File: config.mk
export PLATFORM = sky130hd
export DESIGN_NAME = three_rail_power_sequencer
export DESIGN_NICKNAME = d
export VERILOG_FILES = /design/src/rtl/three_rail_power_sequencer.v
export VERILOG_INCLUDE_DIRS = /design/src /design/src/rtl
export SDC_FILE = /design/constraint.sdc
export NUM_CORES = 1
export LEC_CHECK = 0
export ABC_CLOCK_PERIOD_IN_PS = 6000
export BUFFER_PORTS_ARGS = -buffer_cell sky130_fd_sc_hd__buf_2
export CAP_MARGIN = 20
export CORE_ASPECT_RATIO = 0.7
export CORE_MARGIN = 2
export CORE_UTILIZATION = 40
export DETAILED_ROUTE_END_ITERATION = 10
export HOLD_SLACK_MARGIN = 0.02
export PLACE_DENSITY_LB_ADDON = 0.25
export SLEW_MARGIN = 10
export SYNTH_ARGS = -nofsm -noshare
export SYNTH_HDL_FRONTEND = slang
export SYNTH_SLANG_ARGS = --single-unit
export TNS_END_PERCENT = 30
File: constraint.sdc
create_clock -name i_ref_clk -period 6 [get_ports i_ref_clk]
set_input_delay 0.3 -clock i_ref_clk [delete_from_list [all_inputs] [get_ports i_ref_clk]]
set_output_delay 0.3 -clock i_ref_clk [all_outputs]
set_load 0.01 [all_outputs]
File: src/rtl/rail_seq_defines.vh
// timing and sequence constants for the three-rail power sequencer
`ifndef RAIL_SEQ_DEFINES_VH
`define RAIL_SEQ_DEFINES_VH
// clock rate in kHz (200 MHz)
`define CLK_KHZ 200000
// per-millisecond cycle count, derived from the rate
`define CYC_PER_MS (`CLK_KHZ)
// refresh interval on the first up and first down timer, in microseconds
`define REFRESH_US 400
`define REFRESH_CYC ((`REFRESH_US * `CLK_KHZ) / 1000)
// forced hold before power-down after an interrupted power-up, in ms
`define HOLD_MS 120
// standard timing options, in ms
`define OPT_MS_0 2
`define OPT_MS_1 10
`define OPT_MS_2 16
`define OPT_MS_3 30
`define OPT_MS_4 60
`define OPT_MS_5 120
// standard option delays as cycle counts at 200 MHz, sized to the counter
`define STD_CNT_0 25'h0061a80
`define STD_CNT_1 25'h01e8480
`define STD_CNT_2 25'h030d400
`define STD_CNT_3 25'h05b8d80
`define STD_CNT_4 25'h0b71b00
`define STD_CNT_5 25'h16e3600
// refresh interval and forced hold as cycle counts at 200 MHz
`define REFRESH_CNT 25'h0013880
`define HOLD_CNT 25'h16e3600
// default timing option code (16 ms) and sequence option
`define DEF_TIME_OPT 3'h2
`define DEF_SEQ_OPT 3'h1
// counter width, enough for 120.4 ms at 200 MHz
`define CNT_W 25
`endif

File: src/rtl/three_rail_power_sequencer.v
// three-rail power sequencer: enable-driven open-drain flag release and pull-down
//
// Contract
// - all three flags held low until enable is first asserted.
// - on enable, run first up timer; release flag one only when it expires.
// - flag one release starts timer two for flag two; flag two starts timer three.
// - three power-up delays held in separate, individually configurable timers; the code runs them on one shared counter.
// - enable low starts first down timer; flags pulled low in selected order.
// - three power-down delays in separate timers, independent of up timers; the code runs all six on one shared counter.
// - sequence option 1..6 picks down order; up order always 1-2-3.
// - default build uses sequence option 1, down order 3-2-1.
// - standard timing option sets all six delays to 2/10/16/30/60/120 ms.
// - delays within 15 percent, 20 percent for the 2 ms option.
// - flags are open drain: drive low when held, release otherwise.
// - enable loss before flag one resets timer one and returns to idle.
// - enable loss mid power-up finishes power-up, then waits 120 ms before down.
// - first up and first down timers add about 400 us refresh time.
`timescale 1ns/1ps
`include "rail_seq_defines.vh"

module three_rail_power_sequencer #(
    parameter [24:0] DLY1_CYC = `STD_CNT_2, // 16 ms each, per timer
    parameter [24:0] DLY2_CYC = `STD_CNT_2,
    parameter [24:0] DLY3_CYC = `STD_CNT_2,
    parameter [24:0] DLY4_CYC = `STD_CNT_2,
    parameter [24:0] DLY5_CYC = `STD_CNT_2,
    parameter [24:0] DLY6_CYC = `STD_CNT_2,
    parameter [24:0] REFRESH_CYC = `REFRESH_CNT,
    parameter [24:0] HOLD_CYC = `HOLD_CNT
) (
    input wire i_ref_clk,
    input wire i_rst,
    input wire i_enable,
    input wire i_use_std_timing,
    input wire [2:0] i_time_opt,
    input wire [2:0] i_seq_opt,
    input wire i_rail_release_first_in,
    input wire i_rail_release_second_in,
    input wire i_rail_release_third_in,
    output reg o_rail_release_first_out,
    output reg o_rail_release_first_oe_n,
    output reg o_rail_release_second_out,
    output reg o_rail_release_second_oe_n,
    output reg o_rail_release_third_out,
    output reg o_rail_release_third_oe_n,
    output reg [2:0] o_state
);

// ----------------------------------------------------------------
// states
// ----------------------------------------------------------------
// o_state mirrors these codes one cycle late
localparam [2:0] ST_IDLE = 3'h0;
localparam [2:0] ST_UP = 3'h1;
localparam [2:0] ST_ON = 3'h2;
localparam [2:0] ST_HOLD = 3'h3;
localparam [2:0] ST_DOWN = 3'h4;

// ----------------------------------------------------------------
// enable synchroniser
// ----------------------------------------------------------------
reg en_meta;
reg en_sync;

// first stage feeds only the second
always @(posedge i_ref_clk or posedge i_rst) begin
    if (i_rst) begin
        en_meta <= 1'b0;
        en_sync <= 1'b0;
    end else begin
        en_meta <= i_enable;
        en_sync <= en_meta;
    end
end

// ----------------------------------------------------------------
// option pin synchroniser
// ----------------------------------------------------------------
reg std_meta;
reg std_sync;
reg [2:0] time_meta;
reg [2:0] time_sync;
reg [2:0] seq_meta;
reg [2:0] seq_sync;

// option straps are pins too; bits may settle skewed, but the straps are
// quasi-static, so a two-stage register per bit is enough
always @(posedge i_ref_clk or posedge i_rst) begin
    if (i_rst) begin
        std_meta <= 1'b0;
        std_sync <= 1'b0;
        time_meta <= `DEF_TIME_OPT;
        time_sync <= `DEF_TIME_OPT;
        seq_meta <= `DEF_SEQ_OPT;
        seq_sync <= `DEF_SEQ_OPT;
    end else begin
        std_meta <= i_use_std_timing;
        std_sync <= std_meta;
        time_meta <= i_time_opt;
        time_sync <= time_meta;
        seq_meta <= i_seq_opt;
        seq_sync <= seq_meta;
    end
end

// ----------------------------------------------------------------
// delay selection
// ----------------------------------------------------------------
reg [24:0] std_cyc;
reg [24:0] dly [0:5];
reg [2:0] seq;

// one common value for all six delays under a standard option
// unused option codes fall back to the 16 ms delay
always @* begin
    case (time_sync)
        3'h0: std_cyc = `STD_CNT_0;
        3'h1: std_cyc = `STD_CNT_1;
        3'h2: std_cyc = `STD_CNT_2;
        3'h3: std_cyc = `STD_CNT_3;
        3'h4: std_cyc = `STD_CNT_4;
        3'h5: std_cyc = `STD_CNT_5;
        default: std_cyc = `STD_CNT_2;
    endcase
end

// the clock is crystal-exact, so nominal counts sit well inside tolerance
// refresh is added only to slots 0 and 3 (first up, first down)
always @* begin
    if (std_sync) begin
        dly[0] = std_cyc + REFRESH_CYC;
        dly[1] = std_cyc;
        dly[2] = std_cyc;
        dly[3] = std_cyc + REFRESH_CYC;
        dly[4] = std_cyc;
        dly[5] = std_cyc;
    end else begin
        dly[0] = DLY1_CYC + REFRESH_CYC;
        dly[1] = DLY2_CYC;
        dly[2] = DLY3_CYC;
        dly[3] = DLY4_CYC + REFRESH_CYC;
        dly[4] = DLY5_CYC;
        dly[5] = DLY6_CYC;
    end
end

// out-of-range sequence option falls back to the standard 3-2-1 order
always @* begin
    if (seq_sync >= 3'h1 && seq_sync <= 3'h6)
        seq = seq_sync;
    else
        seq = `DEF_SEQ_OPT;
end

// flag index pulled low at down step 0..2 for each option
function [1:0] down_flag;
    input [2:0] opt;
    input [1:0] step;
    reg [5:0] ord;
    begin
        case (opt)
            3'h1: ord = {2'h0, 2'h1, 2'h2};
            3'h2: ord = {2'h1, 2'h0, 2'h2};
            3'h3: ord = {2'h0, 2'h2, 2'h1};
            3'h4: ord = {2'h2, 2'h0, 2'h1};
            3'h5: ord = {2'h1, 2'h2, 2'h0};
            3'h6: ord = {2'h2, 2'h1, 2'h0};
            default: ord = {2'h0, 2'h1, 2'h2};
        endcase
        case (step)
            2'h0: down_flag = ord[1:0];
            2'h1: down_flag = ord[3:2];
            default: down_flag = ord[5:4];
        endcase
    end
endfunction

// ----------------------------------------------------------------
// sequencing state machine
// ----------------------------------------------------------------
// step picks the timer slot; one counter suffices since only one timer runs
reg [2:0] state;
reg [1:0] step;
reg [24:0] cnt;
reg [2:0] released;
reg aborted;
reg [2:0] lock_seq;
reg [1:0] dflag;

// flag index pulled low at the current down step
always @* begin
    dflag = down_flag(lock_seq, step);
end

// one shared counter walks six timer slots on the one clock
always @(posedge i_ref_clk or posedge i_rst) begin
    if (i_rst) begin
        state <= ST_IDLE;
        step <= 2'h0;
        cnt <= 25'h0;
        released <= 3'h0; // all flags low from reset
        aborted <= 1'b0;
        lock_seq <= `DEF_SEQ_OPT;
    end else begin
        case (state)
            ST_IDLE: begin
                released <= 3'h0;
                step <= 2'h0;
                cnt <= 25'h0;
                aborted <= 1'b0;
                if (en_sync)
                    state <= ST_UP;
            end
            ST_UP: begin
                if (!en_sync && step == 2'h0) begin
                    state <= ST_IDLE; // glitch before flag one: reset
                    cnt <= 25'h0;
                end else begin
                    // once aborted, enable is ignored until power-down ends
                    if (!en_sync && !aborted) begin
                        aborted <= 1'b1;
                        cnt <= 25'h0; // restart the running timer
                    end else if (cnt + 25'h1 >= dly[step]) begin
                        cnt <= 25'h0;
                        released[step] <= 1'b1;
                        if (step == 2'h2) begin
                            step <= 2'h0;
                            state <= aborted ? ST_HOLD : ST_ON;
                        end else begin
                            step <= step + 2'h1; // next timer chained
                        end
                    end else begin
                        cnt <= cnt + 25'h1;
                    end
                end
            end
            ST_ON: begin
                // order latched here, so a strap change mid-sequence is harmless
                cnt <= 25'h0;
                if (!en_sync) begin
                    lock_seq <= seq;
                    state <= ST_DOWN;
                end
            end
            ST_HOLD: begin
                // let rails settle before an interrupted cycle shuts down
                if (cnt + 25'h1 >= HOLD_CYC) begin
                    cnt <= 25'h0;
                    lock_seq <= seq;
                    state <= ST_DOWN;
                end else begin
                    cnt <= cnt + 25'h1;
                end
            end
            ST_DOWN: begin
                // down steps use slots 3..5, apart from the up timers
                if (cnt + 25'h1 >= dly[{1'b0, step} + 3'h3]) begin
                    cnt <= 25'h0;
                    released[dflag] <= 1'b0;
                    if (step == 2'h2) begin
                        step <= 2'h0;
                        state <= ST_IDLE;
                    end else begin
                        step <= step + 2'h1;
                    end
                end else begin
                    cnt <= cnt + 25'h1;
                end
            end
            default: state <= ST_IDLE;
        endcase
    end
end

// ----------------------------------------------------------------
// open-drain pads
// ----------------------------------------------------------------
// pad readback inputs are left unused; the flags are not monitored
// out pins are tied low in the flop so a pad can never drive high
// drive low with enable low while held; release lets the pull-up win
always @(posedge i_ref_clk or posedge i_rst) begin
    if (i_rst) begin
        o_rail_release_first_out <= 1'b0;
        o_rail_release_second_out <= 1'b0;
        o_rail_release_third_out <= 1'b0;
        o_rail_release_first_oe_n <= 1'b0;
        o_rail_release_second_oe_n <= 1'b0;
        o_rail_release_third_oe_n <= 1'b0;
        o_state <= ST_IDLE;
    end else begin
        o_rail_release_first_out <= 1'b0;
        o_rail_release_second_out <= 1'b0;
        o_rail_release_third_out <= 1'b0;
        o_rail_release_first_oe_n <= released[0];
        o_rail_release_second_oe_n <= released[1];
        o_rail_release_third_oe_n <= released[2];
        o_state <= state;
    end
end

endmodule

* Word-level counts from Yosys, hierarchy flattened
Cells that the tools add are included.
** Cells by class
- Order comparisons :: 11
- Bitwise gates (word level) :: 5
- Equality and inequality tests :: 27
- Reduce and logical (&&, ||, !) cells :: 19
- Add/subtract/negate cells :: 4
- Multiplexer cells :: 49
** Operator list (count)
- 2-to-1 mux 25 bit :: 9
- binary-select mux 25 bit (select 3 bit) :: 2
- 2-to-1 mux 150 bit :: 1
- one-hot mux 25 bit (5 select lines) :: 1
- one-hot mux 25 bit (4 select lines) :: 1
- >= comparator 25 bit :: 2
- 2-to-1 mux 3 bit :: 16
- one-hot mux 6 bit (5 select lines) :: 1
- adder 25 x 1 -> 25 bit (second input constant) :: 1
- adder 25 x 17 -> 25 bit (second input constant) :: 1
- >= comparator 25 bit (second input constant) :: 1
- equality test 3 bit (second input constant) :: 6
- inequality test 2 bit (second input constant) :: 9
- equality test 3 x 2 -> 1 bit (second input constant) :: 5
- one-hot mux 3 bit (5 select lines) :: 1
- 2-to-1 mux 2 bit :: 5
- inequality test 3 bit (second input constant) :: 3
- one-hot mux 3 bit (3 select lines) :: 1
- AND reduction 8 bit :: 1
- equality test 3 x 1 -> 1 bit (second input constant) :: 2
- logical NOT 3 bit :: 2
- less-than comparator 2 x 3 -> 1 bit (second input constant) :: 2
- one-hot mux 2 bit (3 select lines) :: 1
- one-hot mux 3 bit (2 select lines) :: 1
- other kinds (27) :: 40
** Storage, ports and cells
- Register bits :: 59
- Input bits :: 13

* Longest topological paths before layout
Gate-level depths: netlist (run 1).
- Depth after elaboration :: 12
- Depth in mapped cells :: 21

* Worst setup path before layout (run 1)
OpenSTA, ideal clock, no wires.
- Path kind :: register -> register
- From :: reg step[0], in the netlist down_flag.step[0]
- To :: reg cnt[10]
- Data required time :: 5.879 ns
- Path buffers :: 3
- Library setup time :: 0.121 ns
- Clock period less this slack :: 4.215 ns
- Slack :: 1.785 ns
- Arrival :: 4.094 ns
- Stages on the path, launching flop included :: 19
- Path through :: dfrtp_1 > clkbuf_1 > inv_1 > ha_1 > clkbuf_1 > xnor2_1 > nand2b_1 > o21ai_0 > a221oi_1 > a31oi_1 > ha_1 > a211oi_1 > a2111oi_0 > o311a_1 > o22ai_1 > a211oi_4 > nor2_2 > buf_6 > a22o_1
** On the way
- Cells in the longest elaborated chain, start to end :: 9
- Elaborated cells between the ends (all ways) :: 18
** Ends and longest elaborated chain
- from (decl) :: line three_rail_power_sequencer.v:183 : reg [1:0] step;
- from (signal assigned) :: line three_rail_power_sequencer.v:230 : step <= step + 2'h1;
- from (signal assigned) :: line three_rail_power_sequencer.v:264 : step <= step + 2'h1;
- branches (longest 8 deep; another with >= comparator 25 bit)
- one-hot mux 25 bit (4 select lines) (*) :: line three_rail_power_sequencer.v:205 : case (state)
- to (signal assigned) :: line three_rail_power_sequencer.v:233 : cnt <= cnt + 25'h1;
- to (signal assigned) :: line three_rail_power_sequencer.v:252 : cnt <= cnt + 25'h1;
- to (signal assigned) :: line three_rail_power_sequencer.v:267 : cnt <= cnt + 25'h1;
- to (decl) :: line three_rail_power_sequencer.v:184 : reg [24:0] cnt;
Every way passes the cells marked *. The select of a mux whose other input is x is not followed.
A chain may end at the register's enable or synchronous reset.

* Worst setup path after layout (run 1)
- From :: reg time_sync[0]
- To :: reg cnt[15]
** On the way
- Cells in the longest elaborated chain, start to end :: 12
- Elaborated cells between the ends (all ways) :: 21
** Ends and longest elaborated chain
- from (decl) :: line three_rail_power_sequencer.v:82 : reg [2:0] time_sync;
- from (signal assigned) :: line three_rail_power_sequencer.v:93 : time_sync <= `DEF_TIME_OPT;
- from (signal assigned) :: line three_rail_power_sequencer.v:100 : time_sync <= time_meta;
- equality test 3 bit (tied with other cells) :: line three_rail_power_sequencer.v:116 : case (time_sync)
- one-hot mux 25 bit (5 select lines) (*) :: line three_rail_power_sequencer.v:116
- adder 25 x 17 -> 25 bit :: line three_rail_power_sequencer.v:131, three_rail_power_sequencer.v:134
- 2-to-1 mux 150 bit (*) :: line three_rail_power_sequencer.v:130 : if (std_sync) begin
- binary-select mux 25 bit (select 3 bit) :: line three_rail_power_sequencer.v:223 : end else if (cnt + 25'h1 >= dly[step]) begin
- 2-to-1 mux 25 bit (implied by the code) (2 in a row) :: line three_rail_power_sequencer.v:223
- >= comparator 25 bit :: line three_rail_power_sequencer.v:223
- 2-to-1 mux 25 bit :: line three_rail_power_sequencer.v:223
- 2-to-1 mux 25 bit :: line three_rail_power_sequencer.v:220 : if (!en_sync && !aborted) begin
- 2-to-1 mux 25 bit :: line three_rail_power_sequencer.v:215 : if (!en_sync && step == 2'h0) begin
- one-hot mux 25 bit (4 select lines) (*) :: line three_rail_power_sequencer.v:205
Every way passes the cells marked *; elsewhere a longest branch is shown, timed or not. The select of a mux whose other input is x is not followed.

==> results.txt, run 1 <==
first-pass GRT wire length - 21900 um
Fin Clk Skew - 6.62 ps
area of the multi-input gates - 3130 sq um
setup_tns - 0 ps
worst setup margin - 1010 ps
Placer Congestion - 0.984
pin count of the biggest net entering global routing - 60
vias in the first global route - 4021
FFs w/ async S/R, synth - 100%
Synth Register Bits - 59
Slew HR - 39.8%
Clk Latency, worst-skew pair - 340 ps
Yosys top cell by area - dfrtp_1
Post-CTS Setup Bufs - 0
HP Class - in -> reg
die extent in x - 136 um
Leak - 2.33 nW
Die Y - 96.4 um
CTS buffer count - 9
number of synthesized flops with an enable pin - 0
grt total ovfl - 0
register area share after synthesis - 30.4%
Req. time, crit path - 6270 ps
VDD IR-drop max - 168 uV
Setup WS pre-CTS - 1150 ps
CTS resizes - 0
antenna cells - 0
post-layout minimum cycle time - 4990 ps
Layout area overhead - 9.37%
Via density - 5.97
area of the die - 13100 sq um
total power - 2.23 mW
DPL Wire Length - 9680 um
Synth Flop Type - dfrtp_1
RSZ-0062 raised after global routing - no
# Max-Cap Violations - 0
initial core utilization - 41.3%
CTS tree - yes
all-layer global routing usage - 21.9%
post-route ant nets - 0
Worst-Margin Slew - 900 ps
H-tree depth - 3
crit path kind - reg -> reg
DR DRC count - 0
area share of the largest cell type after synthesis - 27.7%
synth warn - 0
max-slew violation total from the final report - 0
initial antenna violation count - 0
Fin Hold WS - 61.7 ps
Hold-fix buffers, CTS - 0
clock sink count - 59
wire per inst - 18.2 um
fin util - 45.1%
FMAX - 200 MHz
clk slew on worst S/H paths - 60 ps
filler cell count - 1168
register area - 1480 sq um
Ports - 22
clock root buffer master - clkbuf_16
synthesized area - 4870 sq um
count of port buffers added during placement - 15
total power per unit cell area - 418 nW/um^2
row count - 33
status - finished clean
deepest clock path buffer count - 2
top cells by count, synth - dfrtp_1 (54), nand2_1 (54), nor2_1 (54)
Starting DRT DRC Count - 483
critical path peak fanout - 17
Setup crit start kind - register
kind of end point of the critical path - register
WP data arrival - 5260 ps
routed vias - 4389
final hold vios - 0
final WL - 13400 um
setup violators final - 0
core area - 11800 sq um
Synth cell types - 73
Post-Syn Instances - 582
Final #Nets - 630
dominant cells by area after synthesis - dfrtp_1 (28%), ha_1 (11%), nand2_1 (4.2%)
syn avg cell area - 8.38 sq um
share of the cycle needed by the critical path after routing - 83.2%
layout cells sized above 1 - 9.86%
drt pass-1 iters - 5
[critical path: stages, from the launching register on]
cell and delay (ps):
dfrtp_1 580, inv_1 310, nand2_1 110, o21bai_1 370, ha_1 270, xor2_1 200
nand2_1 90, mux2i_1 180, a32o_1 150, a22oi_1 80, ha_1 340, a21o_1 180
o21ai_0 140, a2111oi_0 120, buf_4 160, o311a_1 380, o22ai_1 350, a211oi_4 90
nor2_2 590, a22o_1 230
[final cells by class]
cell class                      count  area share, %
Sequential cell                    59           27.8
Inverter                           17           1.20
Clock buffer                       12           4.62
Tap cell                          157           3.68
Multi-Input combinational cell    463           58.8
Clock inverter                      4           1.38
Timing Repair Buffer               23           2.53
[report_power, final]
group | internal (mW) | switching (mW) | total (mW)
Clock | 0.375 | 0.195 | 0.570
Combinational | 0.400 | 0.691 | 1.09
Sequential | 0.465 | 0.103 | 0.568
[registers in the layout, summed over array words and instances, names as in the netlist]
name / flops
cnt: 25
down_flag.opt: 3
o_state: 3
released: 3
seq_meta: 3
seq_sync: 3
state: 3
time_meta: 3
time_sync: 3
down_flag.step: 2
aborted: 1
en_meta: 1
en_sync: 1
o_rail_release_first_oe_n: 1
o_rail_release_second_oe_n: 1
o_rail_release_third_oe_n: 1
std_meta: 1
std_sync: 1
[worst paths after layout]
kind / start / slack, ps / cells after the start / endpoint
worst max-delay path: time_sync[0] / 1010 / 19 / cnt[15]
worst min-delay path: i_time_opt[1] / 60 / 1 / time_meta[1]
worst max register to register: time_sync[0] / 1010 / 19 / cnt[15]
worst min register to register: seq_meta[2] / 350 / 0 / seq_sync[2]
max in group asynchronous: i_rst / 5300 / 3 / cnt[16]
min in group asynchronous: i_rst / 190 / 3 / o_state[1]
[metrics by stage]
stage                     cell area, sq um  cells
final                                 5330    735
after global routing                  5330    735
after CTS                             5330    735
after detailed placement              5010    719
after global placement                5010    719
after floorplan                       4880    584
[routing by layer]
metal | up-vias | wire [um] | GRT usage, %
li1 | 2106 | - | -
met5 | - | 0 | 0
met2 | 177 | 5400 | 30.0
met3 | 11 | 1010 | 5.58
met1 | 2095 | 6870 | 34.0
met4 | 0 | 102 | 4.43
[logic make-up after synthesis]
logic type,after synthesis,synth area share [%]
AND/OR/NAND/NOR,213,22.5
AO/OA/AOI/OAI,162,22.6
buffers and inverters,62,5.47
flip-flops,59,30.4
adder cells (fa/ha/maj),44,11.3
XOR/XNOR,35,6.44
multiplexers,6,1.28
other,1,0.0769
[cells in the final DEF, fill, tap and decap left out, drive strengths merged, types with 4 or more instances in the layout]
cell type / n
nor2: 55
nand2: 54
dfrtp: 54
ha: 44
o21ai: 40
a21oi: 36
nand3: 23
buf: 23
xnor2: 21
a22o: 17
inv: 17
nand4: 17
xor2: 14
clkbuf: 12
nor4: 11
nor3: 11
nand2b: 9
and2: 9
a31oi: 7
a21o: 7
o211ai: 6
and3: 6
a22oi: 6
dfstp: 5
a211oi: 5
or3: 4
nor2b: 4
o22ai: 4
mux2i: 4
(Power assumes the default switching activity.)
==> run 2: changes to the inputs <==
--- a/config.mk
+++ b/config.mk
@@ -6,7 +6,8 @@
 export SDC_FILE = /design/constraint.sdc
 export NUM_CORES = 1
 export LEC_CHECK = 0
-export ABC_CLOCK_PERIOD_IN_PS = 6000
+export ABC_AREA = 1
+export ABC_CLOCK_PERIOD_IN_PS = 5240
 export BUFFER_PORTS_ARGS = -buffer_cell sky130_fd_sc_hd__buf_2
 export CAP_MARGIN = 20
 export CORE_ASPECT_RATIO = 0.7
==> constraint.sdc (replaced) <==
create_clock -name i_ref_clk -period 5.24 [get_ports i_ref_clk]
set_input_delay 0.262 -clock i_ref_clk [delete_from_list [all_inputs] [get_ports i_ref_clk]]
set_output_delay 0.262 -clock i_ref_clk [all_outputs]
set_load 0.01 [all_outputs]
==> results.txt, run 2 <==
area share of the largest cell type after synthesis - 23.2% (-4.5 points)
total power per unit cell area - 484 nW/um^2 (+16%)
Setup crit start kind - register
Die Y - 105 um (+8.9%)
Synth Flop Type - dfrtp_1
# Max-Cap Violations - 0 (unchanged)
FMAX - 238 MHz (+19%)
pin count of the biggest net entering global routing - 60 (unchanged)
Biggest register - cnt
number of synthesized flops with an enable pin - 0 (unchanged)
Ports - 22 (unchanged)
first-pass GRT wire length - 27600 um (+26%)
synth warn - 0 (unchanged)
DR DRC count - 0 (unchanged)
Post-CTS Setup Bufs - 0 (unchanged)
vias in the first global route - 5347 (+33%)
cell with the most instances after synthesis - nand2_1
Setup WS pre-CTS - 1120 ps (-23.6 ps)
all-layer global routing usage - 22.0% (+0.11 points)
drt pass-1 iters - 5 (unchanged)
top cells by count, synth - nand2_1 (242), inv_1 (141), nand3_1 (83)
routed vias - 6011 (+37%)
Worst-Margin Slew - 964 ps (+64.0 ps)
Finished Layout Cells - 1128 (+53%)
final hold vios - 0 (unchanged)
filler cell count - 1479 (+27%)
share of the cycle needed by the critical path after routing - 80.3% (-2.9 points)
Via density - 5.33 (-11%)
critical path peak fanout - 17 (unchanged)
row count - 36 (+9.1%)
area of the die - 15600 sq um (+19%)
final instance area - 6430 sq um (+21%)
Yosys top cell by area - dfrtp_1
worst setup margin - 1030 ps (+24.5 ps)
grt total ovfl - 0 (unchanged)
Post-Syn Instances - 918 (+58%)
Synth Register Bits - 59 (unchanged)
Placer Congestion - 0.907 (-7.9%)
post-layout minimum cycle time - 4210 ps (-784 ps)
Layout area overhead - 10.4%
kind of end point of the critical path - register
initial core utilization - 41.4% (+0.16 points)
layout cells sized above 1 - 10.0% (+0.16 points)
Leak - 3.37 nW (+45%)
post-route ant nets - 0 (unchanged)
most common cell after layout, fill and taps aside - nand2_1
clock sink count - 59 (unchanged)
Fin Hold WS - 31.1 ps (-30.6 ps)
HP Class - in -> reg
CTS tree - yes
wire per inst - 14.6 um (-20%)
antenna cells - 0 (unchanged)
total power - 3.11 mW (+40%)
H-tree depth - 3 (unchanged)
clk slew on worst S/H paths - 60 ps (about the same)
status - finished clean
most frequent cells in the layout - nand2_1 (242), inv_1 (140), nand3_1 (83)
VDD IR-drop max - 228 uV (+36%)
DPL Wire Length - 11800 um (+21%)
max-slew violation total from the final report - 0 (unchanged)
Req. time, crit path - 5470 ps (-800 ps)
CTS resizes - 0 (unchanged)
count of port buffers added during placement - 15 (unchanged)
max reg flops - 25 (unchanged)
Starting DRT DRC Count - 598 (+24%)
setup violators final - 0 (unchanged)
Final #Nets - 990 (+57%)
setup_tns - 0 ps (unchanged)
clock root buffer master - clkbuf_16
Slew HR - 35.7% (-4.1 points)
Fin Clk Skew - 6.29 ps (-0.325 ps)
WP data arrival - 4440 ps (-820 ps)
Synth cell types - 43 (-41%)
initial antenna violation count - 0 (unchanged)
FFs w/ async S/R, synth - 100% (unchanged)
DP Cell Count - 1108 (+54%)
syn avg cell area - 6.34 sq um (-24%)
register area share after synthesis - 25.5% (-5.0 points)
die extent in x - 148 um (+9.0%)
dominant cells by area after synthesis - dfrtp_1 (23%), nand2_1 (16%), ha_1 (9.5%)
Placed Area - 6110 sq um (+22%)
fin util - 45.7% (+0.59 points)
core area - 14100 sq um (+19%)
Clk Latency, worst-skew pair - 340 ps (about the same)
synthesized area - 5820 sq um (+19%)
RSZ-0062 raised after global routing - no
final WL - 16500 um (+23%)
CTS buffer count - 9 (unchanged)
crit path kind - reg -> reg
deepest clock path buffer count - 2 (unchanged)
run 2: where the power goes:
part           internal (mW)  leakage (nW)  switching, mW
logic                  0.613          2.48           1.24
registers              0.574         0.760          0.119
clock network          0.322         0.132          0.246
run 2: cell families (layout without fill, tap and decap cells):
group / Yosys count / after routing / share of synthesized area, %
simple gates: 511 / 511 / 40.4
buf+inv: 181 / 199 / 12.5
compound gates: 109 / 109 / 9.95
flops: 59 / 59 / 25.5
fa+ha+maj: 44 / 44 / 9.45
xor+xnor: 11 / 11 / 1.78
mux: 2 / 2 / 0.344
other cells: 1 / 3 / 0.0644
run 2: worst max-delay path: stages, from the launching register on:
cell and delay [ps]:
dfrtp_1 470, inv_1 110, nor2_1 270, inv_1 120, nor2_2 200, nor2_1 140, nor2_1 110, buf_4 160
nor2_1 70, a21oi_1 170, o21ai_0 110, ha_1 350, nand4_1 110, nor3b_1 520, nand4_2 410, buf_4 340
nand4_1 90, nand2_1 50, inv_1 90, nand3_1 100, nand2_1 70, inv_1 40
run 2: timing repair:
item / 4_1_cts / 5_1_grt
hold buffers: 4 / 0
setup endpoints to repair: 0 / 0
endpoints found under the hold margin: 4 / 0
run 2: final timing paths:
path	slack [ps]	depth (start not counted)	start	to
setup reg to reg	1030	21	time_sync[0]	cnt[19]
setup / recovery	1030	21	time_sync[0]	cnt[19]
min in group asynchronous	150	3	i_rst	cnt[2]
hold / removal	30	1	i_time_opt[2]	time_meta[2]
max in group asynchronous	4580	3	i_rst	time_sync[2]
hold reg to reg	340	0	seq_meta[1]	seq_sync[1]
run 2: area by class of cell:
class / count / area (sq um) / area share, %
flip-flops and latches: 59 / 1480 / 23.1
clock buffers: 9 / 225 / 3.50
clock inverters: 7 / 51.3 / 0.798
well taps: 190 / 238 / 3.70
repair buffers: 36 / 243 / 3.78
multi-input cells: 680 / 3630 / 56.5
inverters: 147 / 557 / 8.66
run 2: routing by layer:
| layer | routed length, um | global-route usage, % | vias to the layer above |
|---|---|---|---|
| met2 | 6460 | 30.1 | 225 |
| li1 | - | - | 3030 |
| met3 | 1530 | 5.11 | 18 |
| met4 | 171 | 4.83 | 0 |
| met1 | 8360 | 34.4 | 2738 |
| met5 | 0 | 0 | - |
